## src/eeprom_host_consts.vh

```
`ifndef EEPROM_HOST_CONSTS_VH
`define EEPROM_HOST_CONSTS_VH

// ------------------------------------------------------------
// Device opcodes
// ------------------------------------------------------------
`define OP_READ          8'h03
`define OP_WRITE         8'h02
`define OP_LATCH_CLEAR   8'h04
`define OP_LATCH_SET     8'h06
`define OP_STATUS_READ   8'h05
`define OP_STATUS_WRITE  8'h01

// ------------------------------------------------------------
// Device status byte fields
// ------------------------------------------------------------
`define SR_PROTECT_PIN_EN 7
`define SR_BLOCK_HI       3
`define SR_BLOCK_LO       2
`define SR_LATCH          1
`define SR_BUSY           0

// ------------------------------------------------------------
// Controller register offsets (APB byte addresses)
// ------------------------------------------------------------
`define REG_CTRL     12'h000
`define REG_ADDR     12'h004
`define REG_WDATA    12'h008
`define REG_RDATA    12'h00c
`define REG_STAT     12'h010
`define REG_DIV      12'h014

// CTRL fields
`define CTRL_START   0
`define CTRL_OP_LSB  8
`define CTRL_OP_MSB  15
`define CTRL_LEN_LSB 16
`define CTRL_LEN_MSB 21
`define CTRL_PAUSE   24
`define CTRL_PROTECT 25

// STAT fields
`define STAT_BUSY    0
`define STAT_DONE    1
`define STAT_CNT_LSB 8
`define STAT_CNT_MSB 13

// Reset values
`define DIV_RESET    8'h04
`define CTRL_RESET   32'h0000_0000

// Link clock half period, in ns; divider counts pclk cycles
`define LINK_HALF_NS  200
`define PCLK_NS       50
`define LINK_HALF_CYC (`LINK_HALF_NS / `PCLK_NS)

`define BYTE_MAX     32

`endif

```

## src/link_shifter.v

```verilog
`include "eeprom_host_consts.vh"

module link_shifter (
   // Clock and reset
   input  wire       pclk,
   input  wire       presetn,
   // Control
   input  wire [7:0] half_div,
   input  wire       go,
   input  wire       pause,
   input  wire [7:0] tx_byte,
   // Result
   output reg  [7:0] rx_byte_ff,
   output reg        done_ff,
   // Link pins
   output reg        sck_ff,
   output reg        mosi_ff,
   input  wire       miso
);

   reg [1:0] miso_sync_ff;
   reg [7:0] div_cnt_ff;
   reg [3:0] bit_cnt_ff;
   reg [7:0] sh_ff;
   reg       run_ff;

   wire [7:0] div_lim = (half_div == 8'h00) ? 8'h01 : half_div;
   wire       tick    = (div_cnt_ff + 8'h01 >= div_lim);

   always @(posedge pclk or negedge presetn) begin
      if (!presetn) begin
         miso_sync_ff <= 2'b00;
      end else begin
         miso_sync_ff <= {miso_sync_ff[0], miso};
      end
   end

   // One byte, mode 0: data set while clock low, sampled on rising edge
   always @(posedge pclk or negedge presetn) begin
      if (!presetn) begin
         div_cnt_ff <= 8'h00;
         bit_cnt_ff <= 4'h0;
         sh_ff      <= 8'h00;
         run_ff     <= 1'b0;
         sck_ff     <= 1'b0;
         mosi_ff    <= 1'b0;
         rx_byte_ff <= 8'h00;
         done_ff    <= 1'b0;
      end else begin
         done_ff <= 1'b0;
         if (go && !run_ff) begin
            run_ff     <= 1'b1;
            sh_ff      <= tx_byte;
            mosi_ff    <= tx_byte[7];
            bit_cnt_ff <= 4'h0;
            div_cnt_ff <= 8'h00;
         end else if (run_ff) begin
            // Pause only holds the clock while low
            if (!(pause && !sck_ff)) begin
               if (tick) begin
                  div_cnt_ff <= 8'h00;
                  if (!sck_ff) begin
                     sck_ff <= 1'b1;
                  end else begin
                     sck_ff <= 1'b0;
                     // Synchronised miso sampled just before the fall
                     sh_ff  <= {sh_ff[6:0], miso_sync_ff[1]};
                     mosi_ff <= sh_ff[6];
                     if (bit_cnt_ff == 4'h7) begin
                        run_ff     <= 1'b0;
                        done_ff    <= 1'b1;
                        rx_byte_ff <= {sh_ff[6:0], miso_sync_ff[1]};
                     end
                     bit_cnt_ff <= bit_cnt_ff + 4'h1;
                  end
               end else begin
                  div_cnt_ff <= div_cnt_ff + 8'h01;
               end
            end
         end
      end
   end

endmodule

```

## src/eeprom_host.v

```verilog
// Functional notes
// - Read opcode 03h and write opcode 02h are first byte after select.
// - Opcode 06h sets the write latch, 04h clears it.
// - Opcode 05h reads status byte; 01h writes following status byte.
// - All bytes go MSB first; device samples on rising clock edges.
// - Host keeps select low and hold high for whole operation; here hold drops mid-frame while the CTRL pause bit is set.
// - Read is opcode plus 16-bit address, top five bits ignored.
// - Read ends only when host raises select.
// - Latch set only by select rise after exactly eight bits.
// - Write sends opcode, 16-bit address, then up to page size bytes.
// - Write cycle starts only if select rises after a whole byte.
// - Host changes hold only while serial clock is low.
//
// Implementation choices: register access over APB and the address map.
`include "eeprom_host_consts.vh"

module eeprom_host (
   // APB slave
   input  wire        pclk,
   input  wire        presetn,
   input  wire        psel,
   input  wire        penable,
   input  wire        pwrite,
   input  wire [11:0] paddr,
   input  wire [31:0] pwdata,
   output reg  [31:0] prdata_ff,
   output reg         pready_ff,
   output reg         pslverr_ff,
   // Device link
   output reg         cs_n_ff,
   output reg         sck_ff,
   output reg         mosi_ff,
   input  wire        miso,
   output reg         hold_n_ff,
   output reg         wp_n_ff
);

   // ------------------------------------------------------------
   // States
   // ------------------------------------------------------------
   localparam [5:0] ST_IDLE  = 6'b000001;
   localparam [5:0] ST_SETUP = 6'b000010;
   localparam [5:0] ST_SEND  = 6'b000100;
   localparam [5:0] ST_WAIT  = 6'b001000;
   localparam [5:0] ST_DESEL = 6'b010000;
   localparam [5:0] ST_GAP   = 6'b100000;

   // ------------------------------------------------------------
   // Registers
   // ------------------------------------------------------------
   reg  [7:0]  op_ff;
   reg  [5:0]  len_ff;
   reg         pause_ff;
   reg  [15:0] addr_ff;
   reg  [7:0]  div_ff;
   reg         busy_ff;
   reg         done_flag_ff;
   reg  [5:0]  state_ff;
   reg  [5:0]  byte_idx_ff;
   reg  [5:0]  data_cnt_ff;
   reg  [7:0]  gap_cnt_ff;
   reg         go_ff;
   reg  [7:0]  tx_ff;
   reg  [7:0]  wbuf [0:`BYTE_MAX-1];
   reg  [7:0]  rbuf [0:`BYTE_MAX-1];
   reg  [4:0]  rd_sel_ff;

   wire [7:0]  rx_byte;
   wire        sh_done;
   wire        sh_sck;
   wire        sh_mosi;
   reg         sh_pause;

   // ------------------------------------------------------------
   // Address decode
   // ------------------------------------------------------------
   // Register words sit back to back from the control register
   wire [5:0]  hit;
   genvar      gi;
   generate
      for (gi = 0; gi < 6; gi = gi + 1) begin : g_hit
         assign hit[gi] = (paddr == `REG_CTRL + 4 * gi);
      end
   endgenerate

   // Header byte count: opcode, plus two address bytes for array ops
   wire        is_array = (op_ff == `OP_READ) || (op_ff == `OP_WRITE);
   wire        is_rd    = (op_ff == `OP_READ) ||
                          (op_ff == `OP_STATUS_READ);
   wire [5:0]  hdr_len  = is_array ? 6'd3 : 6'd1;
   // Single-byte ops send no data; latch ops must stop at eight bits
   wire        no_data  = (op_ff == `OP_LATCH_SET) ||
                          (op_ff == `OP_LATCH_CLEAR);
   wire [5:0]  tot_len  = hdr_len + (no_data ? 6'd0 :
                          ((op_ff == `OP_STATUS_WRITE) ? 6'd1 : len_ff));
   wire        apb_acc  = psel && penable && !pready_ff;
   wire        apb_wr   = apb_acc && pwrite;
   wire        apb_rd   = apb_acc && !pwrite;
   wire        mapped   = |hit;
   wire        start    = apb_wr && (paddr == `REG_CTRL) &&
                          pwdata[`CTRL_START] && !busy_ff;
   wire [5:0]  len_req  = pwdata[`CTRL_LEN_MSB:`CTRL_LEN_LSB];
   // Longer bursts would overrun the 32-entry buffers
   wire [5:0]  len_cap  = (len_req > 6'h20) ? 6'h20 : len_req;

   // ------------------------------------------------------------
   // Serial byte engine
   // ------------------------------------------------------------
   link_shifter u_shift (
      .pclk       (pclk),
      .presetn    (presetn),
      .half_div   (div_ff),
      .go         (go_ff),
      .pause      (sh_pause),
      .tx_byte    (tx_ff),
      .rx_byte_ff (rx_byte),
      .done_ff    (sh_done),
      .sck_ff     (sh_sck),
      .mosi_ff    (sh_mosi),
      .miso       (miso)
   );

   always @* begin
      sh_pause = pause_ff;
   end

   // ------------------------------------------------------------
   // APB register access
   // ------------------------------------------------------------
   always @(posedge pclk or negedge presetn) begin
      if (!presetn) begin
         pready_ff  <= 1'b0;
         pslverr_ff <= 1'b0;
         prdata_ff  <= 32'h0000_0000;
         op_ff      <= 8'h00;
         len_ff     <= 6'h00;
         pause_ff   <= 1'b0;
         wp_n_ff    <= 1'b1;
         addr_ff    <= 16'h0000;
         div_ff     <= `DIV_RESET;
         rd_sel_ff  <= 5'h00;
      end else begin
         pready_ff  <= apb_acc;
         pslverr_ff <= apb_acc && !mapped;
         if (apb_wr) begin
            case (paddr)
               `REG_CTRL: begin
                  pause_ff <= pwdata[`CTRL_PAUSE];
                  wp_n_ff  <= !pwdata[`CTRL_PROTECT];
                  if (!busy_ff) begin
                     op_ff  <= pwdata[`CTRL_OP_MSB:`CTRL_OP_LSB];
                     len_ff <= len_cap;
                  end
               end
               // Top five address bits carry no meaning to the device
               `REG_ADDR:  addr_ff <= {5'h00, pwdata[10:0]};
               `REG_DIV:   div_ff  <= pwdata[7:0];
               `REG_WDATA: rd_sel_ff <= pwdata[12:8];
               default: begin
               end
            endcase
         end
         if (apb_rd) begin
            case (paddr)
               `REG_CTRL:  prdata_ff <= {6'h00, wp_n_ff ? 1'b0 : 1'b1,
                                         pause_ff, 2'h0, len_ff,
                                         op_ff, 7'h00, busy_ff};
               `REG_ADDR:  prdata_ff <= {16'h0000, addr_ff};
               `REG_RDATA: prdata_ff <= {24'h000000, rbuf[rd_sel_ff]};
               `REG_STAT:  prdata_ff <= {18'h00000, data_cnt_ff, 6'h00,
                                         done_flag_ff, busy_ff};
               `REG_DIV:   prdata_ff <= {24'h000000, div_ff};
               default:    prdata_ff <= 32'h0000_0000;
            endcase
         end
      end
   end

   // ------------------------------------------------------------
   // Data buffers
   // ------------------------------------------------------------
   // Write buffer: WDATA carries index in [12:8] and byte in [7:0]
   always @(posedge pclk) begin
      if (apb_wr && (paddr == `REG_WDATA)) begin
         wbuf[pwdata[12:8]] <= pwdata[7:0];
      end
   end

   // Read buffer filled from the link; longer reads wrap to slot 0
   always @(posedge pclk) begin
      if (sh_done && is_rd && (byte_idx_ff >= hdr_len)) begin
         rbuf[data_cnt_ff[4:0]] <= rx_byte;
      end
   end

   // ------------------------------------------------------------
   // Next byte for the link
   // ------------------------------------------------------------
   reg  [7:0]  nxt_tx;
   always @* begin
      nxt_tx = 8'h00;
      case (byte_idx_ff)
         6'h00:   nxt_tx = op_ff;
         // Status write takes its byte from slot 0
         6'h01:   nxt_tx = is_array ? addr_ff[15:8] : wbuf[0];
         6'h02:   nxt_tx = is_array ? addr_ff[7:0] : 8'h00;
         // Reads clock dummy zero bytes while the device answers, except slot 0 as a status read's first data byte
         default: nxt_tx = is_rd ? 8'h00 :
                           wbuf[byte_idx_ff[4:0] - 5'h03];
      endcase
   end

   // ------------------------------------------------------------
   // Transfer sequencer
   // ------------------------------------------------------------
   always @(posedge pclk or negedge presetn) begin
      if (!presetn) begin
         state_ff     <= ST_IDLE;
         busy_ff      <= 1'b0;
         done_flag_ff <= 1'b0;
         cs_n_ff      <= 1'b1;
         byte_idx_ff  <= 6'h00;
         data_cnt_ff  <= 6'h00;
         gap_cnt_ff   <= 8'h00;
         go_ff        <= 1'b0;
         tx_ff        <= 8'h00;
      end else begin
         go_ff <= 1'b0;
         if (apb_rd && (paddr == `REG_STAT)) begin
            done_flag_ff <= 1'b0;
         end
         case (state_ff)
            ST_IDLE: begin
               if (start) begin
                  busy_ff     <= 1'b1;
                  cs_n_ff     <= 1'b0;
                  byte_idx_ff <= 6'h00;
                  data_cnt_ff <= 6'h00;
                  state_ff    <= ST_SETUP;
               end
            end
            ST_SETUP: begin
               // Header then data, all MSB first
               tx_ff    <= nxt_tx;
               go_ff    <= 1'b1;
               state_ff <= ST_SEND;
            end
            ST_SEND: begin
               state_ff <= ST_WAIT;
            end
            ST_WAIT: begin
               if (sh_done) begin
                  if (byte_idx_ff >= hdr_len) begin
                     data_cnt_ff <= data_cnt_ff + 6'h01;
                  end
                  byte_idx_ff <= byte_idx_ff + 6'h01;
                  // Select rises only on a whole byte boundary
                  if (byte_idx_ff + 6'h01 >= tot_len) begin
                     state_ff <= ST_DESEL;
                  end else begin
                     state_ff <= ST_SETUP;
                  end
               end
            end
            ST_DESEL: begin
               // Ends read and commits writes
               cs_n_ff    <= 1'b1;
               gap_cnt_ff <= 8'h00;
               state_ff   <= ST_GAP;
            end
            ST_GAP: begin
               // Deselect time before next frame
               if (gap_cnt_ff >= `LINK_HALF_CYC) begin
                  busy_ff      <= 1'b0;
                  done_flag_ff <= 1'b1;
                  state_ff     <= ST_IDLE;
               end else begin
                  gap_cnt_ff <= gap_cnt_ff + 8'h01;
               end
            end
            default: begin
               state_ff <= ST_IDLE;
            end
         endcase
      end
   end

   // ------------------------------------------------------------
   // Pause pin
   // ------------------------------------------------------------
   // Paused only inside a frame and with the clock low; outside a
   // frame the device must never see a pause with select high
   wire        in_frame = (state_ff == ST_SETUP) ||
                          (state_ff == ST_SEND) ||
                          (state_ff == ST_WAIT);
   // Resume raises the pin at least a cycle before the clock moves again
   always @(posedge pclk or negedge presetn) begin
      if (!presetn) begin
         hold_n_ff <= 1'b1;
      end else begin
         hold_n_ff <= !(pause_ff && !sh_sck && in_frame);
      end
   end

   // ------------------------------------------------------------
   // Link pins, straight from flops
   // ------------------------------------------------------------
   always @(posedge pclk or negedge presetn) begin
      if (!presetn) begin
         sck_ff  <= 1'b0;
         mosi_ff <= 1'b0;
      end else begin
         sck_ff  <= sh_sck;
         mosi_ff <= sh_mosi;
      end
   end

endmodule

```

## config.mk

```make
export PLATFORM = sky130hd
export DESIGN_NAME = eeprom_host
export DESIGN_NICKNAME = d
export VERILOG_FILES = /design/src/link_shifter.v /design/src/eeprom_host.v
export VERILOG_INCLUDE_DIRS = /design/src
export SDC_FILE = /design/constraint.sdc
export NUM_CORES = 1
export LEC_CHECK = 0
export BUFFER_PORTS_ARGS = -buffer_cell sky130_fd_sc_hd__buf_2
export CELL_PAD_IN_SITES_DETAIL_PLACEMENT = 2
export CELL_PAD_IN_SITES_GLOBAL_PLACEMENT = 2
export CORE_UTILIZATION = 35
export CTS_CLUSTER_DIAMETER = 50
export DETAILED_ROUTE_END_ITERATION = 8
export PLACE_DENSITY_LB_ADDON = 0.3
export SLEW_MARGIN = 0
export SYNTH_ARGS = -nofsm -noshare
export SYNTH_HDL_FRONTEND = slang
export SYNTH_HIERARCHICAL = 1
export SYNTH_SLANG_ARGS = --single-unit
export TNS_END_PERCENT = 100
```

## constraint.sdc

```tcl
create_clock -name pclk -period 5.4 [get_ports pclk]
set_input_delay 0.27 -clock pclk [delete_from_list [all_inputs] [get_ports pclk]]
set_output_delay 0.27 -clock pclk [all_outputs]
set_load 0.03 [all_outputs]
```

==> tab_implementation.tex, run 1 <==
\begin{tabular}{lr}
\hline
Metric & Value \\
\hline
\multicolumn{2}{l}{\textbf{Floorplan}} \\
Die boundary width & 280.6 um \\
Total core area & 0.07633 mm\^{}2 \\
DIE AREA & 0.07874 mm\^{}2 \\
Die span in y & 280.6 um \\
Number of I/O pins & 89 \\
Initial Util & 35.59\% \\
Standard-cell row count & 101 \\
\multicolumn{2}{l}{\textbf{CTS}} \\
H-Tree Depth & 3 \\
Clock tree from TritonCTS & yes \\
Clock insertion delay at the later pin of the skew report & 0.65 ns \\
Gates resized, CTS repair & 0 \\
Library cell used as clock root buffer & clkbuf\_16 \\
TritonCTS Buffers & 85 \\
Clock-pin slew on the worst setup and hold paths & 0.05 ns \\
Clock sink total & 652 \\
Number of buffers on the longest clock path & 3 \\
\multicolumn{2}{l}{\textbf{GRT}} \\
Global route total overflow & 0 \\
Wire length of the first global-routing pass & 115600 um \\
Global router's overall resource usage & 20.14\% \\
Antenna violations before repair & 5 \\
Number of global-route vias before repair & 17175 \\
Maximum number of pins on one net before global-route repair & 92 \\
\multicolumn{2}{l}{\textbf{Final layout}} \\
Synth-to-layout area growth & 16.71\% \\
Fraction of final layout cells with drive strength greater than 1 & 24.50\% \\
Number of diodes added for antenna fixing & 0 \\
Most frequent cells in the layout & edfxtp\_1, nand2\_1, nor2\_1, mux4\_2, dfrtp\_1 \\
Most common library cell in the layout ignoring fill and taps & edfxtp\_1 \\
Number of nets at the end of the flow & 1843 \\
\multicolumn{2}{l}{\textbf{Detailed routing}} \\
Vias per Instance & 5.396 \\
Amount of wire on met2 after detailed routing & 38430 um \\
Detailed Route WL & 78130 um \\
Routed length per instance & 27.25 um \\
Via count & 15469 \\
Wire length on met1 & 33290 um \\
Remaining DRCs & 0 \\
Topmost layer with routed signal wires & met5 \\
Initial DRC count & 1117 \\
Antenna-violating nets left & 0 \\
Detailed Routing Iterations Pass 1 & 5 \\
Met3 routed WL & 3871 um \\
\multicolumn{2}{l}{\textbf{Yosys}} \\
Sequential share of the synthesized area & 69.51\% \\
Number of instances in the synthesized netlist & 1652 \\
Syn Area/Cell & 16.45 um\^{}2 \\
Cell accounting for the most synthesized area & edfxtp\_1 \\
Yosys top cell area share & 56.59\% \\
Flip-flop cell with the highest count after synthesis & edfxtp\_1 \\
Total number of yosys warnings & 6 \\
Number of distinct library cells after synthesis & 77 \\
Cell types with the largest area share after synthesis & edfxtp\_1, dfrtp\_1, mux4\_2 \\
Number of flops mapped to enable cells by yosys & 512 \\
FFs w/ async S/R, synth & 21.47\% \\
Flip-flop and latch count after synthesis & 652 \\
Netlist area before placement & 0.02717 mm\^{}2 \\
\multicolumn{2}{l}{\textbf{Power}} \\
IR Drop Worst-Case VDD & 0.2631 mV \\
P\_leak & 10.31 nW \\
Total power & 11.34 mW \\
Power density normalized to cell area & 357.8 mW/mm\^{}2 \\
\multicolumn{2}{l}{\textbf{STA}} \\
Rel. slew slack & 10.58\% \\
Worst Clk Skew & 0.06228 ns \\
Minimum period implied by the final worst setup slack & 4.617 ns \\
Slew of the pin with the lowest slew margin & 1.341 ns \\
Maximum clock rate & 0.2166 GHz \\
Post-Route Hold Slack & 0.05351 ns \\
Number of hold violations in the final report & 0 \\
Share of the clock period used by the worst path after layout & 85.51\% \\
Final count of negative-setup-slack endpoints & 0 \\
Max-slew violation count & 0 \\
Total Negative Setup Slacks & 0 ns \\
Setup repair after global routing missed its margin & false \\
\multicolumn{2}{l}{\textbf{Outcome}} \\
Result of the run & completed \\
\multicolumn{2}{l}{\textbf{Placement}} \\
Port Buf Inserts & 72 \\
Detailed placement HPWL & 50170 um \\
Final weighted congestion of routability-driven global placement & 0.7914 \\
\multicolumn{2}{l}{\textbf{Run}} \\
Max-capacitance violation count & 0 \\
\multicolumn{2}{l}{\textbf{Worst setup path}} \\
Crit path DAT & 4.83 ns \\
Nature of the critical path startpoint & register \\
Category of the critical setup timing path & reg2reg \\
Max Fanout on Critical Path & 8 \\
Critical path capture point type & register \\
Required arrival time at the worst endpoint & 5.61 ns \\
\multicolumn{2}{l}{\textbf{Hold path}} \\
Worst min-delay path class & in2reg \\
\hline
\end{tabular}
[registers in the layout (all words and copies together) (netlist names), 2 cells and up]
register / count
u_shift/div_cnt_ff: 8
addr_ff: 11
byte_idx_ff: 6
state_ff: 6
rd_sel_ff: 5
data_cnt_ff: 6
rbuf: 256
prdata_ff: 24
gap_cnt_ff: 8
div_ff: 8
wbuf: 256
op_ff: 8
u_shift/miso_sync_ff: 2
tx_ff: 8
u_shift/sh_ff: 7
u_shift/rx_byte_ff: 8
len_ff: 6
u_shift/bit_cnt_ff: 4
[cells by family (layout without fill, tap and decap cells)]
| logic type | count (synthesis) | after routing | share of synthesized area (%) |
|---|---|---|---|
| and+or+nand+nor | 433 | 433 | 7.438 |
| buffers and inverters | 126 | 304 | 2.128 |
| adders and majority gates | 29 | 29 | 1.363 |
| DFF | 652 | 652 | 69.51 |
| AOI/OAI and AO/OA | 173 | 173 | 4.550 |
| other | 1 | 8 | 0.01380 |
| muxes | 216 | 216 | 14.29 |
| xor gates and xnor gates | 22 | 22 | 0.7092 |
[synth_stat cells (11+ instances only)]
library cell	count
edfxtp_1	512
nand2_1	149
nor2_1	142
dfrtp_1	135
mux4_2	131
clkbuf_1	46
mux2i_1	44
nand3_1	37
inv_1	34
mux2_2	33
o21ai_0	29
ha_1	28
a21oi_1	21
a22oi_1	18
buf_2	16
buf_4	16
o22ai_1	16
xor2_1	13
nor3_1	11
o211ai_1	11
[critical path: stages (launching register included)]
cell and delay [ns]:
dfrtp_1 0.41, or4_1 0.68, nor4_4 0.47, inv_1 0.15, ha_1 0.31, a21oi_1 0.07
nand2_1 0.17, nand2_1 0.07, nor2_1 0.45, nand2_1 0.54, nor2_1 0.89
[per-stage QoR]
step | utilization [%] | worst slack (ns) | instances | instance area (um^2)
floorplan | - | 2.297 | 1659 | 27190
global placement | 37.47 | 1.075 | 2691 | 28600
detailed placement | 37.47 | 0.9176 | 2691 | 28600
CTS | 41.54 | 0.7449 | 2867 | 31710
global route | 41.54 | 0.6500 | 2867 | 31710
finish | 41.54 | 0.7827 | 2867 | 31710
[power breakdown]
group	internal, mW	switching [mW]
registers	5.39	0.00400
logic	0.0332	0.124
clock network	3.34	2.45
total	8.77	2.58
[layout make-up]
class                           count  area (um^2)
Multi-Input combinational cell    881         7749
Inverter                           35        131.4
Tap cell                         1030         1289
Clock inverter                     64        739.5
Fill cell                        7438        44620
Sequential cell                   652        18890
Timing Repair Buffer              109        696.9
Clock buffer                       96         2208
[worst paths after layout]
kind | cells after the start | slack (ns) | startpoint | endpoint
max | 10 | 0.78 | op_ff[5] | rbuf[0][3]
min | 3 | 0.05 | pwdata[8] | op_ff[0]
max reg2reg | 10 | 0.78 | op_ff[5] | rbuf[0][3]
min reg2reg | 0 | 0.35 | u_shift/miso_sync_ff[0] | u_shift/miso_sync_ff[1]
max in group asynchronous | 3 | 3.74 | presetn | rd_sel_ff[0]
min in group asynchronous | 2 | 0.28 | presetn | prdata_ff[18]
[repair_timing]
item,CTS,global route
buffers inserted,0,0
hold buffers,16,0
endpoints found under the hold margin,100,0
[per-layer routing]
layer | global-route usage (%) | vias up
met4 | 7.300 | 2
met2 | 33.82 | 439
met3 | 3.780 | 140
met1 | 25.97 | 8229
li1 | - | 6659
met5 | 0 | -
No activity file was read; power rests on OpenSTA's default activity.
==> run 2, diff against run 1 <==
==> constraint.sdc (replaced) <==
create_clock -name pclk -period 3.8 [get_ports pclk]
set_input_delay 0.19 -clock pclk [delete_from_list [all_inputs] [get_ports pclk]]
set_output_delay 0.19 -clock pclk [all_outputs]
set_load 0.03 [all_outputs]
==> run 2 against run 1 <==
Clock power increased by 41%; worst setup slack got worse by 0.41 ns; combinational power increased by 49%; first-iteration DRC count is 8.2% lower; final cell count up 3.1%; non-clock buffer count grew 93; fmax up 35%; critical path depth up 3; wire length increased by 1.4%; largest cell class unchanged.
==> tab_implementation.tex, run 2 (synthesized netlist as in run 1, its figures left out) <==
\begin{tabular}{lr}
\hline
Metric & Value \\
\hline
\multicolumn{2}{l}{\textbf{Power}} \\
Share of power burned in the clock network & 50.8\% \\
Fraction of power spent switching nets & 21.63\% \\
Power density normalized to cell area & 496.2 mW/mm\^{}2 \\
Switching power of the nets & 3.478 mW \\
Total power & 16.08 mW \\
Sequential power share & 47.7\% \\
Int Power & 12.60 mW \\
IR Drop Worst-Case VDD & 0.3288 mV \\
P\_leak & 10.78 nW \\
Combinational Power Share & 1.5\% \\
\multicolumn{2}{l}{\textbf{Detailed routing}} \\
Routed length per instance & 26.79 um \\
Detailed Routing Iterations Pass 1 & 7 \\
Antenna-violating nets left & 0 \\
Vias per Instance & 5.339 \\
Initial DRC count & 1025 \\
Detailed Route WL & 79210 um \\
Via count & 15788 \\
Remaining DRCs & 0 \\
\multicolumn{2}{l}{\textbf{STA}} \\
Slew of the pin with the lowest slew margin & 1.256 ns \\
Rel. slew slack & 16.29\% \\
Share of the clock period used by the worst path after layout & 90.32\% \\
Maximum clock rate & 0.2914 GHz \\
Minimum period implied by the final worst setup slack & 3.432 ns \\
Final setup slack of the worst path & 0.3679 ns \\
Max-slew violation count & 0 \\
Worst Clk Skew & 0.04482 ns \\
Final count of negative-setup-slack endpoints & 0 \\
Setup repair after global routing missed its margin & false \\
Post-Route Hold Slack & 0.04102 ns \\
Total Negative Setup Slacks & 0 ns \\
Number of hold violations in the final report & 0 \\
\multicolumn{2}{l}{\textbf{Worst setup path}} \\
CP most frequent cell & a21oi\_1 \\
Cell family with most CP delay & compound AO/OA/AOI/OAI gates \\
Critical path capture point type & register \\
Nature of the critical path startpoint & register \\
Buffering stage count on the worst path with inverters included & 1 \\
Crit path DAT & 3.93 ns \\
Category of the critical setup timing path & reg2reg \\
Cells traversed along the worst timing path & or4\_1 -> a211o\_1 -> nand2\_1 -> inv\_1 -> ha\_1 -> a21oi\_1 -> nor2\_1 -> a311oi\_1 -> a21oi\_1 -> ha\_1 -> a21oi\_1 -> o21ai\_0 -> a21oi\_1 \\
Max Fanout on Critical Path & 6 \\
Maximum cell stage delay along the critical path & 0.69 ns \\
Required arrival time at the worst endpoint & 4.29 ns \\
CP max-delay cell & or4\_1 \\
\multicolumn{2}{l}{\textbf{CTS}} \\
Gates resized, CTS repair & 0 \\
Number of setup buffers added after CTS & 0 \\
Clock tree from TritonCTS & yes \\
Clock sink total & 652 \\
Clock-pin slew on the worst setup and hold paths & 0.06 ns \\
Number of hold buffers added after CTS & 24 \\
TritonCTS Buffers & 84 \\
Number of buffers on the longest clock path & 3 \\
Clock insertion delay at the later pin of the skew report & 0.64 ns \\
Library cell used as clock root buffer & clkbuf\_16 \\
H-Tree Depth & 3 \\
\multicolumn{2}{l}{\textbf{GRT}} \\
Wire length of the first global-routing pass & 118600 um \\
Global router's overall resource usage & 20.58\% \\
Global route total overflow & 0 \\
Number of global-route vias before repair & 17638 \\
Maximum number of pins on one net before global-route repair & 97 \\
Antenna violations before repair & 5 \\
\multicolumn{2}{l}{\textbf{Final layout}} \\
Number of diodes added for antenna fixing & 0 \\
Most frequent cells in the layout & edfxtp\_1, nand2\_1, nor2\_1, dfrtp\_1, mux4\_2 \\
Synth-to-layout area growth & 19.27\% \\
Final non-filler cell area & 0.03240 mm\^{}2 \\
Fraction of final layout cells with drive strength greater than 1 & 27.04\% \\
Core Util, Final & 42.45\% \\
Most common library cell in the layout ignoring fill and taps & edfxtp\_1 \\
Number of nets at the end of the flow & 1935 \\
Non-filler cells, final & 2957 \\
Fill cell count & 7361 \\
\multicolumn{2}{l}{\textbf{Floorplan}} \\
Die boundary width & 280.6 um \\
Die span in y & 280.6 um \\
Total core area & 0.07633 mm\^{}2 \\
DIE AREA & 0.07874 mm\^{}2 \\
Initial Util & 35.59\% \\
Number of I/O pins & 89 \\
Standard-cell row count & 101 \\
\multicolumn{2}{l}{\textbf{Placement}} \\
Setup WS pre-CTS & 0.3389 ns \\
Detailed placement HPWL & 52570 um \\
Final weighted congestion of routability-driven global placement & 0.7945 \\
Port Buf Inserts & 72 \\
Cell total after placement & 2776 \\
Post-Place Cell Area & 0.02926 mm\^{}2 \\
\multicolumn{2}{l}{\textbf{Hold path}} \\
Worst min-delay path class & in2reg \\
\multicolumn{2}{l}{\textbf{Run}} \\
Max-capacitance violation count & 0 \\
\multicolumn{2}{l}{\textbf{Outcome}} \\
Result of the run & completed \\
\hline
\end{tabular}
-- run 2: cell types whose count changed in the layout (fill, tap and decap cells not counted), sizes merged --
cell / before / now
buf: 93 / 178
dlygate4sd3: 16 / 24
inv: 50 / 44
bufinv: 6 / 10
clkbuf: 96 / 100
clkinv: 33 / 30
clkinvlp: 10 / 8
-- run 2: worst register-to-register path, cell delays in order, from the launching register on --
cell      delay (ns)
dfrtp_1         0.40
or4_1           0.69
a211o_1         0.36
nand2_1         0.14
inv_1           0.06
ha_1            0.29
a21oi_1         0.18
nor2_1          0.08
a311oi_1        0.25
a21oi_1         0.08
ha_1            0.31
a21oi_1         0.06
o21ai_0         0.29
a21oi_1         0.11
-- run 2: metal layers --
layer	vias to the layer above	share of wire (%)	GRT usage [%]
met2	395	49	34.16
li1	6823	-	-
met4	2	3.2	7.216
met3	135	4.1	3.181
met1	8433	44	27.43
met5	-	0.016	0
-- run 2: worst paths after layout --
path / start / end / slack [ns] / cells after the start
max: op_ff[4] / state_ff[1] / 0.37 / 13
min: pwdata[10] / op_ff[2] / 0.04 / 3
max reg2reg: op_ff[4] / state_ff[1] / 0.37 / 13
min reg2reg: u_shift/miso_sync_ff[0] / u_shift/miso_sync_ff[1] / 0.38 / 0
max in group asynchronous: presetn / state_ff[0] / 2.59 / 3
min in group asynchronous: presetn / prdata_ff[18] / 0.20 / 2
-- run 2: power by group through the flow --
| stage | combinational (mW) | clock [mW] | sequential [mW] |
|---|---|---|---|
| 3_3_place_gp | 0.205 | 0 | 7.82 |
| 6_report | 0.234 | 8.17 | 7.67 |
| 5_1_grt | 0.253 | 8.58 | 7.67 |
| 2_1_floorplan | 0.0538 | 0 | 7.83 |
| 4_1_cts | 0.238 | 8.36 | 7.67 |
| 3_5_place_dp | 0.216 | 0 | 7.82 |
-- run 2: layout make-up --
class                      count  area [um^2]  area share (%)
tap                         1030         1289           3.977
timing repair buffer         202         1440           4.444
clock inverter                57        719.4           2.220
inverter                      35        131.4          0.4054
clock buffer                 100         2182           6.734
multi-input combinational    881         7749           23.91
sequential                   652        18890           58.31
